File: config.mk
export PLATFORM = sky130hd
export DESIGN_NAME = pin_change_detect
export DESIGN_NICKNAME = d
export VERILOG_FILES = /design/src/pin_change_pkg.sv /design/src/pin_change_detect.sv
export SDC_FILE = /design/constraint.sdc
export NUM_CORES = 1
export LEC_CHECK = 0
export BUFFER_PORTS_ARGS = -buffer_cell sky130_fd_sc_hd__buf_2
export CORE_ASPECT_RATIO = 2
export CORE_UTILIZATION = 55
export CTS_BUF_LIST = sky130_fd_sc_hd__clkbuf_16
export CTS_CLUSTER_SIZE = 30
export DETAILED_ROUTE_END_ITERATION = 12
export PLACE_DENSITY_LB_ADDON = 0.15
export SLEW_MARGIN = 20
export SYNTH_ARGS = -nofsm -noshare
export SYNTH_HDL_FRONTEND = slang
export SYNTH_SLANG_ARGS = --single-unit
export TNS_END_PERCENT = 50
File: constraint.sdc
create_clock -name ref_clk_i -period 3.45 [get_ports ref_clk_i]
set_clock_uncertainty 0.05 [all_clocks]
set_input_delay 0.345 -clock ref_clk_i [delete_from_list [all_inputs] [get_ports ref_clk_i]]
set_output_delay 0.345 -clock ref_clk_i [all_outputs]
set_load 0.1 [all_outputs]
File: src/pin_change_pkg.sv
package pin_change_pkg;

  // ==========================================================================
  // Register offsets (printed offsets are not multiples of four: word index).
  // ==========================================================================
  localparam logic [11:0] A_FLAG_IDX = 12'hF05;
  localparam logic [11:0] A_FALL_IDX = 12'hF06;
  localparam logic [11:0] A_RISE_IDX = 12'hF07;
  localparam logic [11:0] B_FLAG_IDX = 12'hF0D;
  localparam logic [11:0] B_FALL_IDX = 12'hF0E;
  localparam logic [11:0] B_RISE_IDX = 12'hF0F;
  localparam logic [11:0] C_FLAG_IDX = 12'hF15;
  localparam logic [11:0] C_FALL_IDX = 12'hF16;
  localparam logic [11:0] C_RISE_IDX = 12'hF17;
  localparam logic [11:0] E_FLAG_IDX = 12'hF22;
  localparam logic [11:0] E_FALL_IDX = 12'hF23;
  localparam logic [11:0] E_RISE_IDX = 12'hF24;
  localparam logic [11:0] IRQ_STAT_IDX = 12'hF30;
  localparam logic [11:0] IRQ_CLR_IDX = 12'hF31;
  localparam logic [11:0] IRQ_EN_IDX = 12'hF32;

  // ==========================================================================
  // Field positions and reset values.
  // ==========================================================================
  localparam int E_PIN_BIT = 3;
  localparam logic [7:0] E_PIN_MASK = 8'h08;
  localparam logic [7:0] REG_RESET = 8'h00;
  localparam int CHANGE_IRQ_BIT = 0;

endpackage

File: src/pin_change_detect.sv
// Contract
// - Falling enable set: high-to-low transition on the pin is a change event.
// - Rising enable set: low-to-high transition on the pin is a change event.
// - Enabled edge sets the pin's change bit and the shared change flag.
// - Enable bit clear: no change recorded for that pin and direction.
// - Ports A, B, C have eight rise and eight fall enables, bits 0-7.
// - Port E has rise and fall enables only at bit 3.
// - Master-clear or low-voltage-program option set disables port E bit 3 detection.
// - Change bits set by hardware, held until software writes them to zero.
// - Change bit set by rising edge with rise enable, falling with fall enable.
`timescale 1ns/1ps
`default_nettype none

module pin_change_detect (
  // Clock and reset.
  input wire logic ref_clk_i,
  input wire logic rst_n_i,
  // APB slave.
  input wire logic psel_i,
  input wire logic penable_i,
  input wire logic pwrite_i,
  input wire logic [15:0] paddr_i,
  input wire logic [31:0] pwdata_i,
  input wire logic [3:0] pstrb_i,
  output logic [31:0] prdata_o,
  output logic pready_o,
  output logic pslverr_o,
  // Pin levels and configuration options.
  input wire logic [7:0] port_a_i,
  input wire logic [7:0] port_b_i,
  input wire logic [7:0] port_c_i,
  input wire logic port_e_bit3_pin_i,
  input wire logic master_clear_pin_enable_i,
  input wire logic low_voltage_program_enable_i,
  // Interrupt.
  output logic irq_o
);

  // ==========================================================================
  // State.
  // ==========================================================================
  logic [7:0] port_a_rise_enable, port_a_fall_enable, port_a_change_status;
  logic [7:0] port_b_rise_enable, port_b_fall_enable, port_b_change_status;
  logic [7:0] port_c_rise_enable, port_c_fall_enable, port_c_change_status;
  logic [7:0] port_e_rise_enable, port_e_fall_enable, port_e_change_status;
  logic [7:0] prev_a, prev_b, prev_c, prev_e;
  logic change_flag, change_irq_en;
  logic primed;

  // Detects enabled edges on one port.
  function automatic logic [7:0] edges(input logic [7:0] now, input logic [7:0] old,
                                       input logic [7:0] rise, input logic [7:0] fall);
    edges = (now & ~old & rise) | (~now & old & fall);
  endfunction

  // Match of a byte address against a word index, for address decode.
  function automatic logic hit(input logic [15:0] addr, input logic [11:0] idx);
    hit = (addr[15:2] == {2'h0, idx}) && (addr[1:0] == 2'h0);
  endfunction

  // ==========================================================================
  // Decode and edge detection.
  // ==========================================================================
  wire logic e_pin_disabled = master_clear_pin_enable_i | low_voltage_program_enable_i;
  wire logic [7:0] now_e = {4'h0, port_e_bit3_pin_i, 3'h0};
  wire logic [7:0] e_gate = e_pin_disabled ? 8'h00 : pin_change_pkg::E_PIN_MASK;
  wire logic [7:0] ev_a = primed ? edges(port_a_i, prev_a, port_a_rise_enable,
                                         port_a_fall_enable) : 8'h00;
  wire logic [7:0] ev_b = primed ? edges(port_b_i, prev_b, port_b_rise_enable,
                                         port_b_fall_enable) : 8'h00;
  wire logic [7:0] ev_c = primed ? edges(port_c_i, prev_c, port_c_rise_enable,
                                         port_c_fall_enable) : 8'h00;
  wire logic [7:0] ev_e = primed ? (edges(now_e, prev_e, port_e_rise_enable,
                                          port_e_fall_enable) & e_gate) : 8'h00;
  wire logic any_event = |{ev_a, ev_b, ev_c, ev_e};

  wire logic access = psel_i & penable_i;
  wire logic wr = access & pwrite_i & pstrb_i[0];
  wire logic w_a_rise = wr & hit(paddr_i, pin_change_pkg::A_RISE_IDX);
  wire logic w_a_fall = wr & hit(paddr_i, pin_change_pkg::A_FALL_IDX);
  wire logic w_a_flag = wr & hit(paddr_i, pin_change_pkg::A_FLAG_IDX);
  wire logic w_b_rise = wr & hit(paddr_i, pin_change_pkg::B_RISE_IDX);
  wire logic w_b_fall = wr & hit(paddr_i, pin_change_pkg::B_FALL_IDX);
  wire logic w_b_flag = wr & hit(paddr_i, pin_change_pkg::B_FLAG_IDX);
  wire logic w_c_rise = wr & hit(paddr_i, pin_change_pkg::C_RISE_IDX);
  wire logic w_c_fall = wr & hit(paddr_i, pin_change_pkg::C_FALL_IDX);
  wire logic w_c_flag = wr & hit(paddr_i, pin_change_pkg::C_FLAG_IDX);
  wire logic w_e_rise = wr & hit(paddr_i, pin_change_pkg::E_RISE_IDX);
  wire logic w_e_fall = wr & hit(paddr_i, pin_change_pkg::E_FALL_IDX);
  wire logic w_e_flag = wr & hit(paddr_i, pin_change_pkg::E_FLAG_IDX);
  wire logic w_clr = wr & hit(paddr_i, pin_change_pkg::IRQ_CLR_IDX);
  wire logic w_en = wr & hit(paddr_i, pin_change_pkg::IRQ_EN_IDX);
  wire logic [7:0] wd = pwdata_i[7:0];

  // Writing a zero to a change bit clears it; an edge in the same cycle wins.
  wire logic [7:0] next_a_status = (w_a_flag ? (port_a_change_status & wd)
                                             : port_a_change_status) | ev_a;
  wire logic [7:0] next_b_status = (w_b_flag ? (port_b_change_status & wd)
                                             : port_b_change_status) | ev_b;
  wire logic [7:0] next_c_status = (w_c_flag ? (port_c_change_status & wd)
                                             : port_c_change_status) | ev_c;
  wire logic [7:0] next_e_status = ((w_e_flag ? (port_e_change_status & wd)
                                              : port_e_change_status)
                                    & pin_change_pkg::E_PIN_MASK) | ev_e;
  wire logic next_change_flag = (change_flag & ~(w_clr & wd[pin_change_pkg::CHANGE_IRQ_BIT]))
                                | any_event;

  // Read multiplexer; unmapped addresses read zero with an error.
  wire logic [7:0] rd_byte =
    hit(paddr_i, pin_change_pkg::A_FLAG_IDX) ? port_a_change_status :
    hit(paddr_i, pin_change_pkg::A_FALL_IDX) ? port_a_fall_enable :
    hit(paddr_i, pin_change_pkg::A_RISE_IDX) ? port_a_rise_enable :
    hit(paddr_i, pin_change_pkg::B_FLAG_IDX) ? port_b_change_status :
    hit(paddr_i, pin_change_pkg::B_FALL_IDX) ? port_b_fall_enable :
    hit(paddr_i, pin_change_pkg::B_RISE_IDX) ? port_b_rise_enable :
    hit(paddr_i, pin_change_pkg::C_FLAG_IDX) ? port_c_change_status :
    hit(paddr_i, pin_change_pkg::C_FALL_IDX) ? port_c_fall_enable :
    hit(paddr_i, pin_change_pkg::C_RISE_IDX) ? port_c_rise_enable :
    hit(paddr_i, pin_change_pkg::E_FLAG_IDX) ? port_e_change_status :
    hit(paddr_i, pin_change_pkg::E_FALL_IDX) ? port_e_fall_enable :
    hit(paddr_i, pin_change_pkg::E_RISE_IDX) ? port_e_rise_enable :
    hit(paddr_i, pin_change_pkg::IRQ_STAT_IDX) ? {7'h00, change_flag} :
    hit(paddr_i, pin_change_pkg::IRQ_EN_IDX) ? {7'h00, change_irq_en} : 8'h00;
  wire logic mapped = (paddr_i[15:2] >= {2'h0, pin_change_pkg::A_FLAG_IDX})
    && (hit(paddr_i, pin_change_pkg::A_FLAG_IDX) || hit(paddr_i, pin_change_pkg::A_FALL_IDX)
    || hit(paddr_i, pin_change_pkg::A_RISE_IDX) || hit(paddr_i, pin_change_pkg::B_FLAG_IDX)
    || hit(paddr_i, pin_change_pkg::B_FALL_IDX) || hit(paddr_i, pin_change_pkg::B_RISE_IDX)
    || hit(paddr_i, pin_change_pkg::C_FLAG_IDX) || hit(paddr_i, pin_change_pkg::C_FALL_IDX)
    || hit(paddr_i, pin_change_pkg::C_RISE_IDX) || hit(paddr_i, pin_change_pkg::E_FLAG_IDX)
    || hit(paddr_i, pin_change_pkg::E_FALL_IDX) || hit(paddr_i, pin_change_pkg::E_RISE_IDX)
    || hit(paddr_i, pin_change_pkg::IRQ_STAT_IDX) || hit(paddr_i, pin_change_pkg::IRQ_CLR_IDX)
    || hit(paddr_i, pin_change_pkg::IRQ_EN_IDX));
  wire logic next_ready = psel_i & ~penable_i;

  // ==========================================================================
  // Enable registers.
  // ==========================================================================
  always_ff @(posedge ref_clk_i) begin
    if (!rst_n_i) begin
      port_a_rise_enable <= pin_change_pkg::REG_RESET;
      port_a_fall_enable <= pin_change_pkg::REG_RESET;
      port_b_rise_enable <= pin_change_pkg::REG_RESET;
      port_b_fall_enable <= pin_change_pkg::REG_RESET;
      port_c_rise_enable <= pin_change_pkg::REG_RESET;
      port_c_fall_enable <= pin_change_pkg::REG_RESET;
      port_e_rise_enable <= pin_change_pkg::REG_RESET;
      port_e_fall_enable <= pin_change_pkg::REG_RESET;
      change_irq_en <= 1'b0;
    end else begin
      if (w_a_rise) port_a_rise_enable <= wd;
      if (w_a_fall) port_a_fall_enable <= wd;
      if (w_b_rise) port_b_rise_enable <= wd;
      if (w_b_fall) port_b_fall_enable <= wd;
      if (w_c_rise) port_c_rise_enable <= wd;
      if (w_c_fall) port_c_fall_enable <= wd;
      if (w_e_rise) port_e_rise_enable <= wd & pin_change_pkg::E_PIN_MASK;
      if (w_e_fall) port_e_fall_enable <= wd & pin_change_pkg::E_PIN_MASK;
      if (w_en) change_irq_en <= wd[pin_change_pkg::CHANGE_IRQ_BIT];
    end
  end

  // ==========================================================================
  // Pin history, change bits and interrupt.
  // ==========================================================================
  always_ff @(posedge ref_clk_i) begin
    if (!rst_n_i) begin
      prev_a <= 8'h00;
      prev_b <= 8'h00;
      prev_c <= 8'h00;
      prev_e <= 8'h00;
      primed <= 1'b0;
      port_a_change_status <= pin_change_pkg::REG_RESET;
      port_b_change_status <= pin_change_pkg::REG_RESET;
      port_c_change_status <= pin_change_pkg::REG_RESET;
      port_e_change_status <= pin_change_pkg::REG_RESET;
      change_flag <= 1'b0;
      irq_o <= 1'b0;
    end else begin
      prev_a <= port_a_i;
      prev_b <= port_b_i;
      prev_c <= port_c_i;
      prev_e <= now_e;
      primed <= 1'b1;
      port_a_change_status <= next_a_status;
      port_b_change_status <= next_b_status;
      port_c_change_status <= next_c_status;
      port_e_change_status <= next_e_status;
      change_flag <= next_change_flag;
      irq_o <= next_change_flag & change_irq_en;
    end
  end

  // ==========================================================================
  // APB answer: no wait state, data and error registered.
  // ==========================================================================
  always_ff @(posedge ref_clk_i) begin
    if (!rst_n_i) begin
      pready_o <= 1'b0;
      prdata_o <= 32'h0000_0000;
      pslverr_o <= 1'b0;
    end else begin
      pready_o <= next_ready;
      prdata_o <= next_ready ? {24'h00_0000, rd_byte} : 32'h0000_0000;
      pslverr_o <= next_ready & ~mapped;
    end
  end

endmodule

`default_nettype wire

==> results of run 1 <==
-- sequential cells by signal, indices dropped and copies added, names as in the netlist, 8 cells and up --
signal	flops
prev_a	8
port_c_rise_enable	8
prev_b	8
port_a_fall_enable	8
port_b_fall_enable	8
port_a_rise_enable	8
prev_c	8
port_c_fall_enable	8
port_b_change_status	8
port_b_rise_enable	8
port_a_change_status	8
port_c_change_status	8
prdata_o	8
-- logic make-up after synthesis --
logic type / count (synthesis) / synth area share
buffers and inverters: 69 / 0.0634
DFF: 114 / 0.409
AOI/OAI and AO/OA: 160 / 0.167
and+or+nand+nor: 282 / 0.274
muxes: 48 / 0.0862
other: 1 / 0.000671
-- worst max path at each step --
stage / cells after the start / slack [ns] / start / end
global route: 7 / 0.97 / paddr_i[6] / prdata_o[4]
CTS: 7 / 1.20 / paddr_i[4] / port_c_change_status[0]
floorplan: 7 / 1.42 / paddr_i[6] / port_b_change_status[1]
finish: 7 / 1.10 / paddr_i[4] / port_c_change_status[0]
detailed placement: 7 / 0.78 / paddr_i[4] / port_c_change_status[0]
global placement: 7 / 0.75 / paddr_i[6] / prdata_o[4]
-- metal layers --
layer	GRT usage	share of wire	vias to the layer above
li1	-	-	2462
met1	0.369	0.36	2555
met2	0.625	0.51	279
met3	0.0920	0.072	78
met4	0.248	0.062	0
met5	0	0	-
-- Yosys cell counts, types with 3 or more instances --
library cell | instances | area share
nand2b_1 | 6 | 0.0067
a21oi_1 | 60 | 0.054
o21ai_0 | 45 | 0.040
a31oi_1 | 4 | 0.0045
nand2_1 | 82 | 0.055
o32ai_1 | 4 | 0.0063
o22ai_1 | 4 | 0.0045
nor4_1 | 3 | 0.0034
dfxtp_1 | 114 | 0.41
nor3_1 | 7 | 0.0063
nand4_1 | 7 | 0.0078
nor2_1 | 72 | 0.048
inv_1 | 7 | 0.0047
nand3b_1 | 26 | 0.035
nand4b_1 | 9 | 0.014
o21a_1 | 11 | 0.015
a211oi_1 | 8 | 0.011
mux2i_1 | 47 | 0.084
nand3_1 | 11 | 0.0099
and2_1 | 25 | 0.028
clkbuf_1 | 31 | 0.021
buf_1 | 4 | 0.0027
buf_4 | 25 | 0.034
o31ai_1 | 4 | 0.0054
o21ai_1 | 6 | 0.0054
and3b_1 | 4 | 0.0063
-- through the flow --
stage	utilization	cells	setup WS [ns]	cell area (um2)	hold WS, ns
6_report	0.670	879	1.10	6590	0.101
5_1_grt	0.670	879	0.975	6590	0.100
4_1_cts	0.670	879	1.20	6590	0.103
3_5_place_dp	0.604	847	0.776	5940	0.395
3_3_place_gp	0.604	847	0.753	5940	0.386
2_1_floorplan	-	697	1.42	5670	0.323
-- worst max-delay path, cell delays in order --
cell	delay, ns
buf_2	0.21
or4b_4	0.52
nor4_4	0.47
and3_1	0.44
nand2_2	0.24
o21ai_0	0.24
a21oi_1	0.09
-- where the power goes --
| group | switching, mW | internal (mW) | total (mW) |
|---|---|---|---|
| Clock | 0.604 | 1.34 | 1.94 |
| Combinational | 0.244 | 0.0631 | 0.307 |
| Sequential | 0.00760 | 1.34 | 1.34 |
-- area by class of cell --
| type | instances | share of cell area |
|---|---|---|
| tap | 132 | 0.0251 |
| clock buffer | 17 | 0.0646 |
| clock inverter | 15 | 0.0342 |
| multi-input combinational | 514 | 0.461 |
| inverter | 8 | 0.00456 |
| sequential | 114 | 0.346 |
| timing repair buffer | 79 | 0.0646 |
==> impl_metrics.env, run 1 <==
export IMPL_status="finished clean"
export IMPL_grt_max_degree=73
export IMPL_r2r_start="primed"
export IMPL_power_leakage_nw=2.63
export IMPL_register_area_um2=2280
export IMPL_endpoint_kind="flip-flop"
export IMPL_die_x_um=73.3
export IMPL_groute_usage_overall=0.361
export IMPL_slew_headroom=0.467
export IMPL_rr_worst_depth=6
export IMPL_drive_gt1_frac=0.166
export IMPL_multi_input_area_um2=3040
export IMPL_cts_buffers=17
export IMPL_gp_congestion=0.977
export IMPL_hold_viol=0
export IMPL_io_pins=119
export IMPL_antenna_found_initial=0
export IMPL_maxCapViolations=0
export IMPL_critPathKind="in2reg"
export IMPL_timing_rr_end="change_flag"
export IMPL_start_util=0.568
export IMPL_vias=5374
export IMPL_final_antenna_net_count=0
export IMPL_rows=51
export IMPL_drt_wl_total_um=18200
export IMPL_crit_arrival_ns=2.56
export IMPL_seq_area_frac_synth=0.409
export IMPL_die_h_um=145
export IMPL_cts_sinks=114
export IMPL_report_final_slew_viol_count=0
export IMPL_drtIter0Drc=571
export IMPL_holdCritStartpoint="port_a_i[2]"
export IMPL_postCtsSetupRepairBufs=0
export IMPL_grt_ovfl_total=0
export IMPL_syn_to_final_growth_pct=18.0
export IMPL_port_buffers=67
export IMPL_dieArea_um2=10600
export IMPL_tightest_slew_ns=0.800
export IMPL_worst_path_max_fanout=13
export IMPL_clk_path_buf_depth=2
export IMPL_vias_per_cell=6.11
export IMPL_cts_resized=0
export IMPL_fillers=881
export IMPL_routedWlPerCell_um=20.7
export IMPL_clk_pin_slew_ns=0.06
export IMPL_ys_async_sr_fraction=0
export IMPL_dpl_hpwl_um=12600
export IMPL_fin_total_pwr_mw=3.59
export IMPL_syn_cell_area_um2=5590
export IMPL_fmax_mhz=426
export IMPL_setup_viol=0
export IMPL_htree_levels=4
export IMPL_ys_flop_type="dfxtp_1"
export IMPL_cp_required_ns=3.66
export IMPL_synth_edff_count=0
export IMPL_synthDistinctLibCells=62
export IMPL_grt_pass1_wl_um=27300
export IMPL_period_minus_slack_ns=2.35
export IMPL_yosysWarnings=0
export IMPL_hold_path_end="prev_a[2]"
export IMPL_clock_root_buffer="clkbuf_16"
export IMPL_final_common_cell="dfxtp_1"
export IMPL_clkLatencyLatePin_ns=0.41
export IMPL_syn_avg_cell_area_um2=8.29
export IMPL_post_route_period_util=0.680
export IMPL_firstDrtPassIters=5
export IMPL_synth_cells=674
export IMPL_r2r_setup_slack_ns=1.39
export IMPL_first_global_vias=5211
export IMPL_num_antenna_cells=0
export IMPL_rsz0062_at_grt="false"
export IMPL_cts_hold_buf=0
export IMPL_p_per_area_nw_per_um2=545
export IMPL_worstHoldPathType="in2reg"
export IMPL_final_cell_mix="dfxtp_1 (114), nand2_1 (82), nor2_1 (72)"
export IMPL_tns_ns=0
export IMPL_drc_errors=0
export IMPL_ir_worst_vdd_mv=0.641
export IMPL_synth_seq_cells=114
export IMPL_crit_path_start_kind="input port"
export IMPL_cts_tree="yes"
export IMPL_hold_path_depth=2
export IMPL_core_area_um2=9830
export IMPL_final_nets=818
Power figures use the tool's default switching activity.
==> inputs of run 2 (changes only) <==
- clock period: 3.45 -> 2.25 ns (I/O delays scaled with it)
==> run 2 against run 1 <==
Net effect: count of clock-buffer cells in the layout unchanged; power is 42% higher; non-clock buffer count up 51; final area up 6.0%; via count is 4.8% higher; critical path type is now reg2reg; highest routed layer unchanged.
==> impl_metrics.env, run 2 (synthesis results as in run 1) <==
export IMPL_cp_slowest_cell="nor4_1"
export IMPL_timing_rr_end="change_flag"
export IMPL_final_nets=869
export IMPL_core_area_um2=9830
export IMPL_drtIter0Drc=418
export IMPL_period_minus_slack_ns=1.99
export IMPL_clock_root_buffer="clkbuf_16"
export IMPL_final_common_cell="dfxtp_1"
export IMPL_power_switching_mw=1.32
export IMPL_setup_viol=0
export IMPL_cpMostUsedCell="buf_4"
export IMPL_cp_slowest_stage_delay_ns=0.41
export IMPL_power_leakage_nw=2.82
export IMPL_cp_depth=9
export IMPL_die_x_um=73.3
export IMPL_die_h_um=145
export IMPL_r2r_setup_slack_ns=0.26
export IMPL_status="finished clean"
export IMPL_final_cell_mix="dfxtp_1 (114), nand2_1 (82), nor2_1 (72)"
export IMPL_grt_pass1_wl_um=28500
export IMPL_clkPwrFrac=0.494
export IMPL_fillers=844
export IMPL_cts_sinks=114
export IMPL_io_pins=119
export IMPL_critPathTopFamily="simple AND/OR/NAND/NOR gates"
export IMPL_path_cells="buf_4 > nand4b_1 > nand2_1 > nor4_1 > buf_4 > nand4_1 > nor3_1 > buf_4 > nor2_1"
export IMPL_post_route_period_util=0.885
export IMPL_maxCapViolations=0
export IMPL_clk_pin_slew_ns=0.05
export IMPL_dpl_hpwl_um=13400
export IMPL_num_antenna_cells=0
export IMPL_fmax_mhz=502
export IMPL_port_buffers=67
export IMPL_slew_headroom=0.623
export IMPL_cp_required_ns=2.49
export IMPL_endpoint_kind="flip-flop"
export IMPL_share_seq_of_total_power=0.404
export IMPL_internal_power_mw=3.78
export IMPL_crit_arrival_ns=2.23
export IMPL_grt_ovfl_total=0
export IMPL_pre_cts_ws_ns=0.0284
export IMPL_ir_worst_vdd_mv=0.734
export IMPL_crit_path_end="change_flag"
export IMPL_worstHoldPathType="in2reg"
export IMPL_worst_path_buf_inv=3
export IMPL_hold_path_depth=2
export IMPL_place_area_um2=6280
export IMPL_routedWlPerCell_um=20.5
export IMPL_hold_viol=0
export IMPL_syn_to_final_growth_pct=25.1
export IMPL_htree_levels=4
export IMPL_rsz0062_at_grt="false"
export IMPL_first_global_vias=5541
export IMPL_tns_ns=0
export IMPL_gp_congestion=0.966
export IMPL_r2r_start="primed"
export IMPL_worst_slack_ns=0.259
export IMPL_cts_tree="yes"
export IMPL_combinationalPowerShare=0.101
export IMPL_groute_usage_overall=0.374
export IMPL_drive_gt1_frac=0.200
export IMPL_rows=51
export IMPL_cts_resized=0
export IMPL_switching_share=0.260
export IMPL_postLayoutCellArea_um2=6990
export IMPL_p_per_area_nw_per_um2=730
export IMPL_tightest_slew_ns=0.563
export IMPL_vias=5632
export IMPL_postCtsSetupRepairBufs=0
export IMPL_clkLatencyLatePin_ns=0.41
export IMPL_clk_path_buf_depth=2
export IMPL_crit_path_start_kind="flip-flop"
export IMPL_cts_buffers=17
export IMPL_firstDrtPassIters=5
export IMPL_vias_per_cell=6.07
export IMPL_critPathKind="reg2reg"
export IMPL_dieArea_um2=10600
export IMPL_hold_ws_ns=0.00981
export IMPL_worst_path_max_fanout=9
export IMPL_report_final_slew_viol_count=0
export IMPL_antenna_found_initial=0
export IMPL_rr_worst_depth=9
export IMPL_cp_startpoint="primed"
export IMPL_start_util=0.568
export IMPL_grt_max_degree=73
export IMPL_final_antenna_net_count=0
export IMPL_drt_wl_total_um=19000
export IMPL_drc_errors=0
==> run 2: cell types whose count changed in the layout (fill, tap and decap cells not counted), sizes merged <==
| cell | change |
|---|---|
| dlygate4sd3 | +16 |
| bufinv | -4 |
| inv | -3 |
| buf | +35 |
| clkinv | +4 |
| clkinvlp | +1 |
==> run 2: worst min path at each step <==
stage | startpoint | endpoint | slack, ns
after CTS | port_c_i[1] | prev_c[1] | 0.004
after detailed placement | change_irq_en | irq_o | 0.40
after global placement | change_irq_en | irq_o | 0.39
after floorplan | rst_n_i | primed | 0.20
after global routing | port_c_i[6] | prev_c[6] | 0.01
final | port_c_i[1] | prev_c[1] | 0.01
==> run 2: what timing repair did <==
action                     CTS  global route
setup endpoints to repair    0             0
hold endpoints to repair    16             0
hold buffers                16             0
==> run 2: routing by layer <==
layer | vias up | wire [um] | track usage
li1 | 2565 | - | -
met1 | 2645 | 6530 | 0.371
met2 | 334 | 9810 | 0.654
met3 | 88 | 1290 | 0.0767
met4 | 0 | 1410 | 0.305
met5 | - | 0 | 0
==> run 2: stage by stage <==
stage                util  cells  power, mW
global placement    0.639    882       2.58
floorplan               -    697       2.46
finish              0.711    928       5.10
global route        0.711    928       5.21
detailed placement  0.639    882       2.59
CTS                 0.711    928       5.10
==> run 2: cell type report <==
type / instances / area [um2] / area share
inverter: 8 / 30.0 / 0.00430
tap: 132 / 165 / 0.0236
timing repair buffer: 130 / 923 / 0.132
sequential: 114 / 2280 / 0.327
clock buffer: 17 / 425 / 0.0609
clock inverter: 13 / 124 / 0.0177
multi-input combinational: 514 / 3040 / 0.435
==> run 2: worst register-to-register path, stage by stage, from the launching register on <==
cell and delay (ns):
dfxtp_1 0.34, buf_4 0.19, nand4b_1 0.12, nand2_1 0.07, nor4_1 0.41, buf_4 0.18, nand4_1 0.09, nor3_1 0.22
buf_4 0.15, nor2_1 0.04
==> run 2: power groups by stage <==
stage,Clock [mW],Sequential (mW),Combinational [mW]
floorplan,0,2.11,0.357
global placement,0,2.10,0.480
detailed placement,0,2.10,0.487
CTS,2.53,2.06,0.511
global route,2.61,2.06,0.539
finish,2.52,2.06,0.517
==> inputs of run 3 (changes only) <==
- BUFFER_PORTS_ARGS: -buffer_cell sky130_fd_sc_hd__buf_2 -> -buffer_cell sky130_fd_sc_hd__buf_4
==> run 3 against run 2 <==
Net effect: combinational power is 6.0% higher; power up 0.38%; fmax fell by 4.6%; sequential share of layout area shrank 0.94 points; final area is 3.0% higher; worst setup slack got worse by 0.097 ns; core utilization rose by 2.1 points; die area is the same; flip-flop and latch count did not move; clock power about the same.
==> impl_metrics.env, run 3 (synthesis results as in run 1) <==
export IMPL_cp_startpoint="primed"
export IMPL_cp_required_ns=2.46
export IMPL_drc_errors=0
export IMPL_clk_pin_slew_ns=0.05
export IMPL_timing_rr_end="change_flag"
export IMPL_grt_max_degree=73
export IMPL_grt_pass1_wl_um=28100
export IMPL_groute_usage_overall=0.368
export IMPL_fin_total_pwr_mw=5.12
export IMPL_tightest_slew_ns=0.794
export IMPL_htree_levels=4
export IMPL_routedWlPerCell_um=20.1
export IMPL_first_global_vias=5492
export IMPL_rr_worst_depth=8
export IMPL_ir_worst_vdd_mv=0.621
export IMPL_cts_resized=0
export IMPL_dieArea_um2=10600
export IMPL_power_leakage_nw=2.89
export IMPL_crit_arrival_ns=2.30
export IMPL_syn_to_final_growth_pct=28.8
export IMPL_pre_cts_ws_ns=-0.113
export IMPL_core_area_um2=9830
export IMPL_r2r_setup_slack_ns=0.16
export IMPL_worst_slack_ns=0.162
export IMPL_postLayoutCellArea_um2=7190
export IMPL_start_util=0.568
export IMPL_crit_path_end="change_flag"
export IMPL_clock_root_buffer="clkbuf_16"
export IMPL_fmax_mhz=479
export IMPL_p_per_area_nw_per_um2=712
export IMPL_vias_per_cell=6.07
export IMPL_maxCapViolations=0
export IMPL_antenna_found_initial=0
export IMPL_cts_sinks=114
export IMPL_final_common_cell="dfxtp_1"
export IMPL_clk_path_buf_depth=2
export IMPL_crit_path_start_kind="flip-flop"
export IMPL_slew_headroom=0.471
export IMPL_die_h_um=145
export IMPL_cts_hold_buf=24
export IMPL_final_nets=877
export IMPL_clkLatencyLatePin_ns=0.41
export IMPL_drt_wl_total_um=18800
export IMPL_io_pins=119
export IMPL_hold_viol=0
export IMPL_place_area_um2=6410
export IMPL_gp_congestion=0.949
export IMPL_drtIter0Drc=537
export IMPL_port_buffers=67
export IMPL_worst_path_max_fanout=8
export IMPL_fillers=795
export IMPL_final_antenna_net_count=0
export IMPL_status="finished clean"
export IMPL_vias=5680
export IMPL_r2r_start="primed"
export IMPL_setup_viol=0
export IMPL_die_x_um=73.3
export IMPL_endpoint_kind="flip-flop"
export IMPL_cts_tree="yes"
export IMPL_period_minus_slack_ns=2.09
export IMPL_postCtsSetupRepairBufs=0
export IMPL_drive_gt1_frac=0.198
export IMPL_grt_ovfl_total=0
export IMPL_dpl_hpwl_um=13400
export IMPL_num_antenna_cells=0
export IMPL_final_cell_mix="dfxtp_1 (114), buf_4 (111), nand2_1 (82)"
export IMPL_rsz0062_at_grt="false"
export IMPL_worstHoldPathType="in2reg"
export IMPL_post_route_period_util=0.928
export IMPL_rows=51
export IMPL_firstDrtPassIters=7
export IMPL_cts_buffers=17
export IMPL_critPathKind="reg2reg"
export IMPL_report_final_slew_viol_count=0
==> run 3: cell count changes in the layout (fill, tap and decap cells not counted), sizes merged <==
cell,previous run,this run
clkinv,7,6
dlygate4sd3,16,24
==> run 3: where the power goes <==
| group | internal (mW) | switching (mW) | leakage, nW |
|---|---|---|---|
| sequential | 2.05 | 0.0145 | 0.925 |
| clock | 1.59 | 0.916 | 0.269 |
| combinational | 0.166 | 0.381 | 1.69 |
| total | 3.81 | 1.31 | 2.89 |
==> run 3: cell type report <==
cell class / instances / area, um2 / area share
Multi-Input combinational cell: 514 / 3040 / 0.422
Timing Repair Buffer: 138 / 1130 / 0.158
Sequential cell: 114 / 2280 / 0.317
Inverter: 8 / 30.0 / 0.00418
Clock inverter: 12 / 120 / 0.0167
Clock buffer: 17 / 425 / 0.0592
Tap cell: 132 / 165 / 0.0230
==> run 3: critical path, stage by stage, from the launching register on <==
cell and delay, ns:
dfxtp_1 0.42, inv_1 0.23, buf_4 0.20, a41oi_1 0.06, a211oi_1 0.29, nand4_1 0.23
nor3_1 0.26, buf_4 0.17, nor2_1 0.04
==> run 3: worst min-delay path by stage <==
| stage | startpoint | endpoint | cells after the start |
|---|---|---|---|
| after floorplan | rst_n_i | primed | 0 |
| after global placement | change_irq_en | irq_o | 2 |
| after detailed placement | port_a_i[0] | prev_a[0] | 2 |
| after CTS | port_a_i[6] | prev_a[6] | 2 |
| after global routing | port_a_i[6] | prev_a[6] | 2 |
| final | port_a_i[6] | prev_a[6] | 2 |
==> run 3: metrics by stage <==
| stage | hold WS [ns] | TNS, ns | utilization | cells |
|---|---|---|---|---|
| 2_1_floorplan | 0.203 | 0 | - | 697 |
| 3_3_place_gp | 0.387 | -0.124 | 0.652 | 882 |
| 3_5_place_dp | 0.397 | -0.192 | 0.652 | 882 |
| 4_1_cts | 0.00257 | 0 | 0.732 | 935 |
| 5_1_grt | 0.00270 | 0 | 0.732 | 935 |
| 6_report | 0.00782 | 0 | 0.732 | 935 |
==> run 3: per-layer routing <==
layer	routed length, um	up-vias	global-route usage
li1	-	2579	-
met1	6500	2682	0.378
met2	9390	316	0.627
met3	1310	103	0.0767
met4	1570	0	0.300
met5	0	-	0
